==> config.mk <==
export PLATFORM = sky130hd
export DESIGN_NAME = ldgs_top
export DESIGN_NICKNAME = d
export VERILOG_FILES = /design/src/rtl/ldgs_pkg.sv /design/src/rtl/ldgs_pulse_div.sv /design/src/rtl/ldgs_top.sv
export SDC_FILE = /design/constraint.sdc
export NUM_CORES = 1
export LEC_CHECK = 0
export ABC_AREA = 0
export BUFFER_PORTS_ARGS = -buffer_cell sky130_fd_sc_hd__buf_2
export CORE_MARGIN = 5
export CORE_UTILIZATION = 60
export DETAILED_ROUTE_END_ITERATION = 7
export GPL_TIMING_DRIVEN = 0
export PLACE_DENSITY = 0.88
export SLEW_MARGIN = 20
export SYNTH_ARGS = -nofsm -noshare
export SYNTH_HDL_FRONTEND = slang
export SYNTH_HIERARCHICAL = 1
export SYNTH_SLANG_ARGS = --single-unit
export TNS_END_PERCENT = 50
==> constraint.sdc <==
create_clock -name MCLK_I -period 4.65 [get_ports MCLK_I]
set_input_delay 0.465 -clock MCLK_I [delete_from_list [all_inputs] [get_ports MCLK_I]]
set_output_delay 0.465 -clock MCLK_I [all_outputs]
set_load 0.1 [all_outputs]
==> src/rtl/ldgs_pkg.sv <==
/*
 Shared constants and types for the LED dimming gate and sleep control.
 Assumes a single 20 MHz system clock; all timing derives from it.
*/
`default_nettype none

package ldgs_pkg;

	// ----------------------------------------
	// Clock and time base
	// ----------------------------------------
	localparam int CLK_HZ       = 20_000_000;
	localparam int US_PER_S     = 1_000_000;
	localparam int US_TICK_CYC  = (CLK_HZ + US_PER_S - 1) / US_PER_S;

	// ----------------------------------------
	// Disable times before sleep, in microseconds
	// ----------------------------------------
	localparam int INT_DIM_DISABLE_TIME_US = 14_500;
	localparam int EXT_DIM_DISABLE_TIME_US = 29_000;
	localparam int DIS_CNT_W               = 16;

	// ----------------------------------------
	// Switching oscillator
	// ----------------------------------------
	localparam int OSC_FREQ_HZ  = 350_000;
	localparam int OSC_CYC      = CLK_HZ / OSC_FREQ_HZ;

	// ----------------------------------------
	// Internal PWM generator and external-signal detect
	// ----------------------------------------
	localparam int        DUTY_W        = 8;
	localparam logic [7:0] DUTY_TIE_CODE = 8'hFF;
	localparam int        PWM_STEP_US   = 20;
	localparam int        EXT_SEEN_US   = 20_000;

	// ----------------------------------------
	// Current sense, demand and soft-start reference
	// ----------------------------------------
	localparam int         SEN_W        = 10;
	localparam logic [9:0] REF_ZERO     = 10'h000;
	localparam logic [9:0] REF_ONE_VOLT = 10'h3FF;
	localparam logic [9:0] REF_STEP     = 10'h001;
	localparam int         SS_STEP_US   = 1;

	// ----------------------------------------
	// Operating states
	// ----------------------------------------
	typedef enum logic [1:0] {
		ST_SLEEP = 2'b00,
		ST_SOFT  = 2'b01,
		ST_RUN   = 2'b10
	} ldgs_state_t;

	typedef struct packed {
		logic                 dim_s1;
		logic                 dim_s2;
		logic                 dim_s3;
		ldgs_state_t          st;
		logic                 latch;
		logic [DIS_CNT_W-1:0] dis_cnt;
		logic [DIS_CNT_W-1:0] ext_cnt;
		logic [DUTY_W-1:0]    pwm_ph;
		logic [SEN_W-1:0]     ramp;
		logic                 sw_gate;
		logic                 load_on;
		logic                 comp_hold;
		logic                 sleep;
	} ldgs_regs_t;

endpackage : ldgs_pkg

`default_nettype wire

==> src/rtl/ldgs_pulse_div.sv <==
/*
 Enable-pulse divider: one-cycle pulse every DIV enabled clocks.
 Assumes the same clock and reset as its user; en_i is synchronous.
*/
`timescale 1ns/1ps
`default_nettype none

module ldgs_pulse_div #(
	parameter int DIV = 2
) (
	// Clock and reset
	input  wire logic clk_i,
	input  wire logic rst_i,
	// Control
	input  wire logic en_i,
	// Pulse out
	output logic      pulse_o
);

	localparam int CW = $clog2(DIV + 1);
	localparam logic [CW-1:0] LAST = CW'(DIV - 1);
	localparam logic [CW-1:0] ZERO = '0;

	typedef struct packed {
		logic [CW-1:0] cnt;
		logic          pulse;
	} ldgs_div_t;

	ldgs_div_t s_ff;
	ldgs_div_t nxt_s;

	always_comb
	begin
		nxt_s = s_ff;
		nxt_s.pulse = 1'b0;
		if (en_i)
		begin
			if (s_ff.cnt == LAST)
			begin
				nxt_s.cnt   = ZERO;
				nxt_s.pulse = 1'b1;
			end
			else
			begin
				nxt_s.cnt = s_ff.cnt + CW'(1);
			end
		end
	end

	always_ff @(posedge clk_i or posedge rst_i)
	begin
		if (rst_i)
			s_ff <= '0;
		else
			s_ff <= nxt_s;
	end

	assign pulse_o = s_ff.pulse;

endmodule : ldgs_pulse_div

`default_nettype wire

==> src/rtl/ldgs_top.sv <==
/*
 Dimming gate, switch latch, sleep timer and soft-start ramp of an LED
 converter controller. Assumes sense and demand codes and the hiccup
 request come from logic on MCLK_I; the dim-control pin is asynchronous.
*/
`timescale 1ns/1ps
`default_nettype none

module ldgs_top
	import ldgs_pkg::*;
#(
	parameter int P_INT_DIS_US  = INT_DIM_DISABLE_TIME_US,
	parameter int P_EXT_DIS_US  = EXT_DIM_DISABLE_TIME_US,
	parameter int P_EXT_SEEN_US = EXT_SEEN_US,
	parameter int P_US_CYC      = US_TICK_CYC,
	parameter int P_OSC_CYC     = OSC_CYC,
	parameter int P_PWM_STEP_US = PWM_STEP_US,
	parameter int P_SS_STEP_US  = SS_STEP_US
) (
	// Clock and reset
	input  wire logic              MCLK_I,
	input  wire logic              SYS_RST_I,
	// Dim control pin and duty setting
	input  wire logic              DIM_CONTROL_INPUT_I,
	input  wire logic [DUTY_W-1:0] DUTY_SET_INPUT_I,
	// Current loop
	input  wire logic [SEN_W-1:0]  SENSE_I,
	input  wire logic [SEN_W-1:0]  DEMAND_I,
	input  wire logic              HICCUP_I,
	// Drives
	output logic                   SWITCH_GATE_DRIVE_O,
	output logic                   LOAD_SWITCH_DRIVE_O,
	output logic                   COMP_HOLD_O,
	output logic                   SLEEP_O,
	output logic [SEN_W-1:0]       CURRENT_REFERENCE_O
);

	// ----------------------------------------
	// Limits at counter width
	// ----------------------------------------
	localparam logic [DIS_CNT_W-1:0] LIM_INT  = DIS_CNT_W'(P_INT_DIS_US);
	localparam logic [DIS_CNT_W-1:0] LIM_EXT  = DIS_CNT_W'(P_EXT_DIS_US);
	localparam logic [DIS_CNT_W-1:0] LIM_SEEN = DIS_CNT_W'(P_EXT_SEEN_US);
	localparam logic [DIS_CNT_W-1:0] CNT_ONE  = DIS_CNT_W'(1);
	localparam logic [DIS_CNT_W-1:0] CNT_ZERO = '0;

	// ----------------------------------------
	// Time bases
	// ----------------------------------------
	logic osc_tick;
	logic us_tick;
	logic pwm_tick;
	logic ss_tick;

	ldgs_pulse_div #(.DIV(P_OSC_CYC)) u_osc (
		.clk_i   (MCLK_I),
		.rst_i   (SYS_RST_I),
		.en_i    (1'b1),
		.pulse_o (osc_tick)
	);

	ldgs_pulse_div #(.DIV(P_US_CYC)) u_us (
		.clk_i   (MCLK_I),
		.rst_i   (SYS_RST_I),
		.en_i    (1'b1),
		.pulse_o (us_tick)
	);

	// Slow rates count microsecond ticks to keep the dividers small
	ldgs_pulse_div #(.DIV(P_PWM_STEP_US)) u_pwm (
		.clk_i   (MCLK_I),
		.rst_i   (SYS_RST_I),
		.en_i    (us_tick),
		.pulse_o (pwm_tick)
	);

	ldgs_pulse_div #(.DIV(P_SS_STEP_US)) u_ss (
		.clk_i   (MCLK_I),
		.rst_i   (SYS_RST_I),
		.en_i    (us_tick),
		.pulse_o (ss_tick)
	);

	// ----------------------------------------
	// State
	// ----------------------------------------
	ldgs_regs_t s_ff;
	ldgs_regs_t nxt_s;

	logic                 dim_hi;
	logic                 dim_edge;
	logic                 ext_seen;
	logic                 int_sel;
	logic                 int_act;
	logic                 pwm_on;
	logic                 gate;
	logic                 awake;
	logic                 sw_en;
	logic                 hit;
	logic [SEN_W-1:0]     demand_eff;
	logic [DIS_CNT_W-1:0] dis_lim;

	always_comb
	begin
		nxt_s = s_ff;
		// Two-stage sync; the second stage and its one-cycle delayed copy (dim_s3) feed logic
		nxt_s.dim_s1 = DIM_CONTROL_INPUT_I;
		nxt_s.dim_s2 = s_ff.dim_s1;
		nxt_s.dim_s3 = s_ff.dim_s2;
		dim_hi   = s_ff.dim_s2;
		// Edges while asleep are ignored: sync flops leave reset low under an idle high pin,
		// which would otherwise fake an external signal after every reset or wake-up
		dim_edge = (s_ff.st != ST_SLEEP) && (s_ff.dim_s2 ^ s_ff.dim_s3);

		// External signal detect: any pin edge while awake marks it present for a window
		if (dim_edge)
			nxt_s.ext_cnt = LIM_SEEN;
		else if (us_tick && (s_ff.ext_cnt != CNT_ZERO))
			nxt_s.ext_cnt = s_ff.ext_cnt - CNT_ONE;
		ext_seen = (s_ff.ext_cnt != CNT_ZERO);

		// Duty-set tied high means the internal generator is unused
		int_sel = (DUTY_SET_INPUT_I != DUTY_TIE_CODE);
		int_act = int_sel && !ext_seen;

		if (pwm_tick)
			nxt_s.pwm_ph = s_ff.pwm_ph + DUTY_W'(1);
		pwm_on = (s_ff.pwm_ph < DUTY_SET_INPUT_I);

		// Same gate path for either dimming source
		gate = dim_hi && (!int_act || pwm_on);

		dis_lim = int_sel ? LIM_INT : LIM_EXT;

		// Sleep-entry timer
		if (dim_hi)
			nxt_s.dis_cnt = CNT_ZERO;
		else if (us_tick && (s_ff.dis_cnt < dis_lim))
			nxt_s.dis_cnt = s_ff.dis_cnt + CNT_ONE;

		case (s_ff.st)
			ST_SLEEP:
			begin
				nxt_s.ramp = REF_ZERO;
				if (dim_hi)
					nxt_s.st = ST_SOFT;
			end
			ST_SOFT, ST_RUN:
			begin
				// At or past the limit, so a mode change while low still ends in sleep
				if (!dim_hi && us_tick && (s_ff.dis_cnt >= dis_lim - CNT_ONE))
				begin
					nxt_s.st   = ST_SLEEP;
					nxt_s.ramp = REF_ZERO;
				end
				else if (HICCUP_I)
				begin
					// Reference discharged for the whole hiccup
					nxt_s.st   = ST_SOFT;
					nxt_s.ramp = REF_ZERO;
				end
				else if (s_ff.st == ST_SOFT)
				begin
					if (s_ff.ramp == REF_ONE_VOLT)
						nxt_s.st = ST_RUN;
					else if (ss_tick)
						nxt_s.ramp = s_ff.ramp + REF_STEP;
				end
			end
			default:
			begin
				nxt_s.st   = ST_SLEEP;
				nxt_s.ramp = REF_ZERO;
			end
		endcase

		awake = (s_ff.st != ST_SLEEP);
		sw_en = awake && !HICCUP_I && gate;

		// Reference caps the demand during soft-start
		demand_eff = (DEMAND_I < s_ff.ramp) ? DEMAND_I : s_ff.ramp;
		hit = (SENSE_I >= demand_eff);

		// Set wins at cycle start; the compare ends the on-time later
		if (osc_tick)
			nxt_s.latch = 1'b1;
		else if (hit)
			nxt_s.latch = 1'b0;

		nxt_s.sw_gate   = nxt_s.latch && sw_en;
		nxt_s.load_on   = awake && !HICCUP_I && gate;
		nxt_s.comp_hold = !gate;
		nxt_s.sleep     = (nxt_s.st == ST_SLEEP);
	end

	always_ff @(posedge MCLK_I or posedge SYS_RST_I)
	begin
		if (SYS_RST_I)
		begin
			s_ff       <= '0;
			s_ff.st    <= ST_SLEEP;
			s_ff.sleep <= 1'b1;
		end
		else
		begin
			s_ff <= nxt_s;
		end
	end

	// ----------------------------------------
	// Outputs
	// ----------------------------------------
	assign SWITCH_GATE_DRIVE_O = s_ff.sw_gate;
	assign LOAD_SWITCH_DRIVE_O = s_ff.load_on;
	assign COMP_HOLD_O         = s_ff.comp_hold;
	assign SLEEP_O             = s_ff.sleep;
	assign CURRENT_REFERENCE_O = s_ff.ramp;
endmodule : ldgs_top

`default_nettype wire

## Word level (Yosys, flattened, before mapping)

Cells that the tools add are included.
W data, S select, Z words.

- Register bits: 81
- Input port bits: 32
- Output and inout bits: 14
- Logic and storage cells: 100

- $add $sub $neg: 9
- $lt $le $gt $ge: 5
- Equal/unequal tests: 10
- Muxes and demuxes: 30
- Bitwise gates (word level): 1
- Reduce and logical (&&, ||, !) cells: 24

Operators by type and width:

| cell | count |
|---|---|
| $mux W10 | 7 |
| $mux W16 | 4 |
| $add A16 B1 Y16 const B | 1 |
| $ge A16 B16 Y1 | 1 |
| $lt A16 B15 Y1 | 1 |
| $reduce_bool A16 Y1 | 1 |
| $sub A15 B1 Y16 const B | 1 |
| $sub A16 B1 Y16 const B | 1 |
| $mux W15 | 1 |
| $add A10 B1 Y10 const B | 1 |
| $add A5 B1 Y5 const B | 2 |
| $eq A10 B10 Y1 const B | 1 |
| $eq A5 B5 Y1 const B | 2 |
| $ge A10 B10 Y1 | 1 |
| $logic_and A1 B1 Y1 | 10 |
| $lt A10 B10 Y1 | 1 |
| $mux W2 | 5 |
| $mux W5 | 2 |
| $mux W1 | 9 |
| $add A8 B1 Y8 const B | 1 |
| $lt A8 B8 Y1 | 1 |
| $ne A4 B4 Y1 const B | 2 |
| $ne A8 B8 Y1 const B | 1 |
| $add A6 B1 Y6 const B | 1 |
| 14 further kinds | 21 |

## Logic depth before layout (Yosys ltp)

- Word-level depth: 8
- Gate-level depth with buffers: 16
- Mapped depth without buffers: 15

## Cells and area by module

Netlist, hierarchy kept.

Modules (own cells, without submodules):

| module | instances | cells an instance | area an instance (sq um) | seq. area each (sq um) |
|---|---|---|---|---|
| ldgs_top | 1 | 436 | 4045.1 | 1502.7 |
| ldgs_pulse_div (u_pwm ...) | 2 | 26 | 286.5 | 150.1 |
| ldgs_pulse_div (u_osc) | 1 | 36 | 379.1 | 175.2 |
| ldgs_pulse_div (u_ss) | 1 | 2 | 28.8 | 25.0 |

## Worst setup path after synthesis

Ideal clock, no wire load.

- Kind: in2reg
- Start: in DEMAND_I[1]
- End: reg s_ff, in the netlist SWITCH_GATE_DRIVE_O
- Setup time: 0.125 ns
- Arrival time: 3.392 ns
- Required time: 4.525 ns
- Setup slack: 1.132 ns
- Stages on the path: 14
- Buffers on the path: 1
- Path through: ha_1 > a21o_1 > a21o_1 > a21o_1 > a211o_1 > clkbuf_1 > mux2_2 > ha_1 > nand2b_1 > a21o_1 > a21o_1 > a211oi_1 > o21ai_0 > a2111oi_0

RTL lines:

| item | line | source |
|---|---|---|
| start: declaration | ldgs_top.sv:28 | `input wire logic [SEN_W-1:0] DEMAND_I,` |
| end signal: assignment | ldgs_top.sv:206 | `s_ff <= nxt_s;` |
| end: declaration | ldgs_top.sv:87 | `ldgs_regs_t s_ff;` |

==> results.tsv <==
metric	value	unit
ys_top_cells_by_area	dfrtp_1, ha_1, xnor2_1	
rsz0062_at_grt	false	
globalplace.congestion	0.881	
grt_overflow	0	
fin_crit	4.10	ns
clockBufferDepth	2	
tightest_slew	0.729	ns
cp-start-kind	register	
hpwl	7790	µm
drc	0	
cts_tree	yes	
root_buffer	clkbuf_8	
yosysTopAreaCellShare	0.393	
ys_types	65	
synth_largest_area_cell	dfrtp_1	
leakagePower	2.67	nW
period_share	0.881	
synthSimpleGateAreaFrac	0.210	
area_delta_synth_final	12.8	%
cts_buffers	9	
initial_utilization	0.615	
viasPerCell	5.80	
max_freq	244	MHz
hold_violations	0	
diodes	0	
yosys-mux-area-fraction	0.0309	
avgRoutedWirePerCell	15.3	µm
synth_most_common_cell	dfrtp_1	
dr.pass1.iters	5	
cp_max_fo	10	
utilization	0.693	
synth-seq-area-share	0.399	
arrival	4.31	ns
syn-cell-area	5030	µm²
postCtsHoldBufs	0	
ys_warn_count	6	
hold_ws	0.0110	ns
ys_ff_latch	80	
p_clk_frac	0.282	
slew_headroom	0.511	
grt_max_degree	61	
fin_area	5670	µm²
dp_cells	683	
cellPowerDensity	413	nW/µm²
synth_compound_area_frac	0.115	
p_seq_frac	0.392	
synth_area_per_cell	9.56	µm²
die_y	102	µm
fin_nets	668	
ioPinCount	46	
cts_resized	0	
synth_edf_count	0	
setup_ws	0.552	ns
drive_above_1_share	0.165	
hold_class	input pin to asynchronous set/reset pin	
comb_power_share	0.326	
finalWirelength	10700	µm
core	8180	µm²
die_w	102	µm
post_cts_buffers	0	
grt_pass1_vias	3951	
fin_cells	699	
antenna_found_initial	0	
endpoint_kind	register	
worstSkewPairLatency	0.36	ns
synth_xor_area_frac	0.0732	
cts_sinks	80	
post-place-ws	0.513	ns
ys.flop_type	dfrtp_1	
ant_nets	0	
timing.setup.tns	0	ns
grt_pass1_wl	18000	µm
netSwitchingPower	902	µW
drt_iter0_drc	275	
postPlaceCellArea	5410	µm²
netlist_instances	526	
io_buffers	45	
crit_required	4.86	ns
ys_top_cells_by_count	dfrtp_1, nor2_1, ha_1	
synthAdderAreaFrac	0.117	
skew	0.0157	ns
htreeDepth	3	
vdd_drop_max	0.278	mV
crit_type	register to register	
track_usage	0.216	
switching_share	0.385	
dieArea	10300	µm²
postSynth.asyncResetShare	1.00	
num_vias	4052	
clkTransAtPathRegs	0.09	ns
synth_top_family_by_area	simple AND/OR/NAND/NOR gates	
total_power	2.34	mW
maxSlewViolCount	0	
status	complete, no violations	
setup_viol	0	
maxCapViolations	0	
intPower	1.44	mW
rows	33	
==> kinds of logic after synthesis <==
| kind of cell | count (synthesis) |
|---|---|
| and+or+nand+nor | 197 |
| AOI/OAI and AO/OA | 84 |
| DFF | 80 |
| buffers and inverters | 60 |
| adders and majority gates | 47 |
| xor gates and xnor gates | 42 |
| muxes | 15 |
| other | 1 |
==> per-layer routing <==
layer  global-route usage  vias up  share of wire
li1                     -     1971              -
met1                0.280     1925           0.43
met2                0.365      138           0.50
met3               0.0510       18          0.059
met4               0.0593        0          0.013
met5                    0        -              0
==> sequential cells by signal, indices dropped and copies added (netlist names) <==
signal               cells
u_osc/s_ff               6
nxt_s                    1
u_us/s_ff                5
u_ss/pulse_o             1
CURRENT_REFERENCE_O     10
u_osc/pulse_o            1
LOAD_SWITCH_DRIVE_O      1
SWITCH_GATE_DRIVE_O      1
SLEEP_O                  1
u_pwm/pulse_o            1
u_pwm/s_ff               5
s_ff                    44
dim_hi                   1
COMP_HOLD_O              1
u_us/pulse_o             1
==> worst max-delay path, cell delays in order, from the launching register on <==
cell and delay [ns]:
dfrtp_1 0.42, inv_1 0.11, ha_1 0.31, a21oi_1 0.07, nor2b_1 0.11, o21ai_0 0.08, a21oi_1 0.14, a211o_1 0.13
clkbuf_1 0.52, mux2_2 0.41, ha_1 0.26, nand2b_1 0.14, a21o_1 0.18, a21o_1 0.17, a211oi_1 0.22, o21ai_0 0.21
a2111oi_0 0.47
==> worst paths after layout <==
kind	cells after the start	to	startpoint	slack (ns)
setup / recovery	16	SWITCH_GATE_DRIVE_O	CURRENT_REFERENCE_O[5]	0.55
hold / removal	2	u_ss/pulse_o	SYS_RST_I	0.01
setup reg to reg	16	SWITCH_GATE_DRIVE_O	CURRENT_REFERENCE_O[5]	0.55
hold reg to reg	0	dim_hi	nxt_s[58]	0.37
max in group asynchronous	2	CURRENT_REFERENCE_O[2]	SYS_RST_I	3.86
min in group MCLK_I	1	nxt_s[58]	DIM_CONTROL_INPUT_I	0.21
==> power groups by stage <==
stage / clock, mW / combinational (mW) / sequential [mW]
3_3_place_gp: 0 / 0.722 / 0.919
2_1_floorplan: 0 / 0.573 / 0.948
4_1_cts: 0.667 / 0.767 / 0.916
5_1_grt: 0.704 / 0.840 / 0.934
6_report: 0.660 / 0.765 / 0.918
3_5_place_dp: 0 / 0.760 / 0.929
==> layout make-up <==
type | count | area, µm²
clock inverters | 7 | 133
fillers | 609 | 2510
multi-input cells | 393 | 2770
repair buffers | 45 | 225
flip-flops and latches | 80 | 2000
plain buffers | 18 | 121
inverters | 42 | 160
clock buffers | 9 | 124
well taps | 105 | 131
==> cell usage in the layout, fill, tap and decap left out, drive strengths merged, types with 5 or more instances in the layout <==
| cell | count |
|---|---|
| ha | 47 |
| xnor2 | 29 |
| nand4 | 15 |
| inv | 46 |
| nor3 | 17 |
| dfrtp | 79 |
| nand2 | 39 |
| or4 | 5 |
| and3 | 7 |
| mux2i | 11 |
| clkbuf | 14 |
| nor2b | 8 |
| nand2b | 8 |
| o21ai | 19 |
| xor2 | 13 |
| nor4 | 10 |
| nand3 | 16 |
| buf | 58 |
| nor2 | 51 |
| a22oi | 6 |
| a21oi | 16 |
| o22ai | 7 |
| conb | 8 |
| a21o | 10 |
Power figures use the tool's default switching activity.
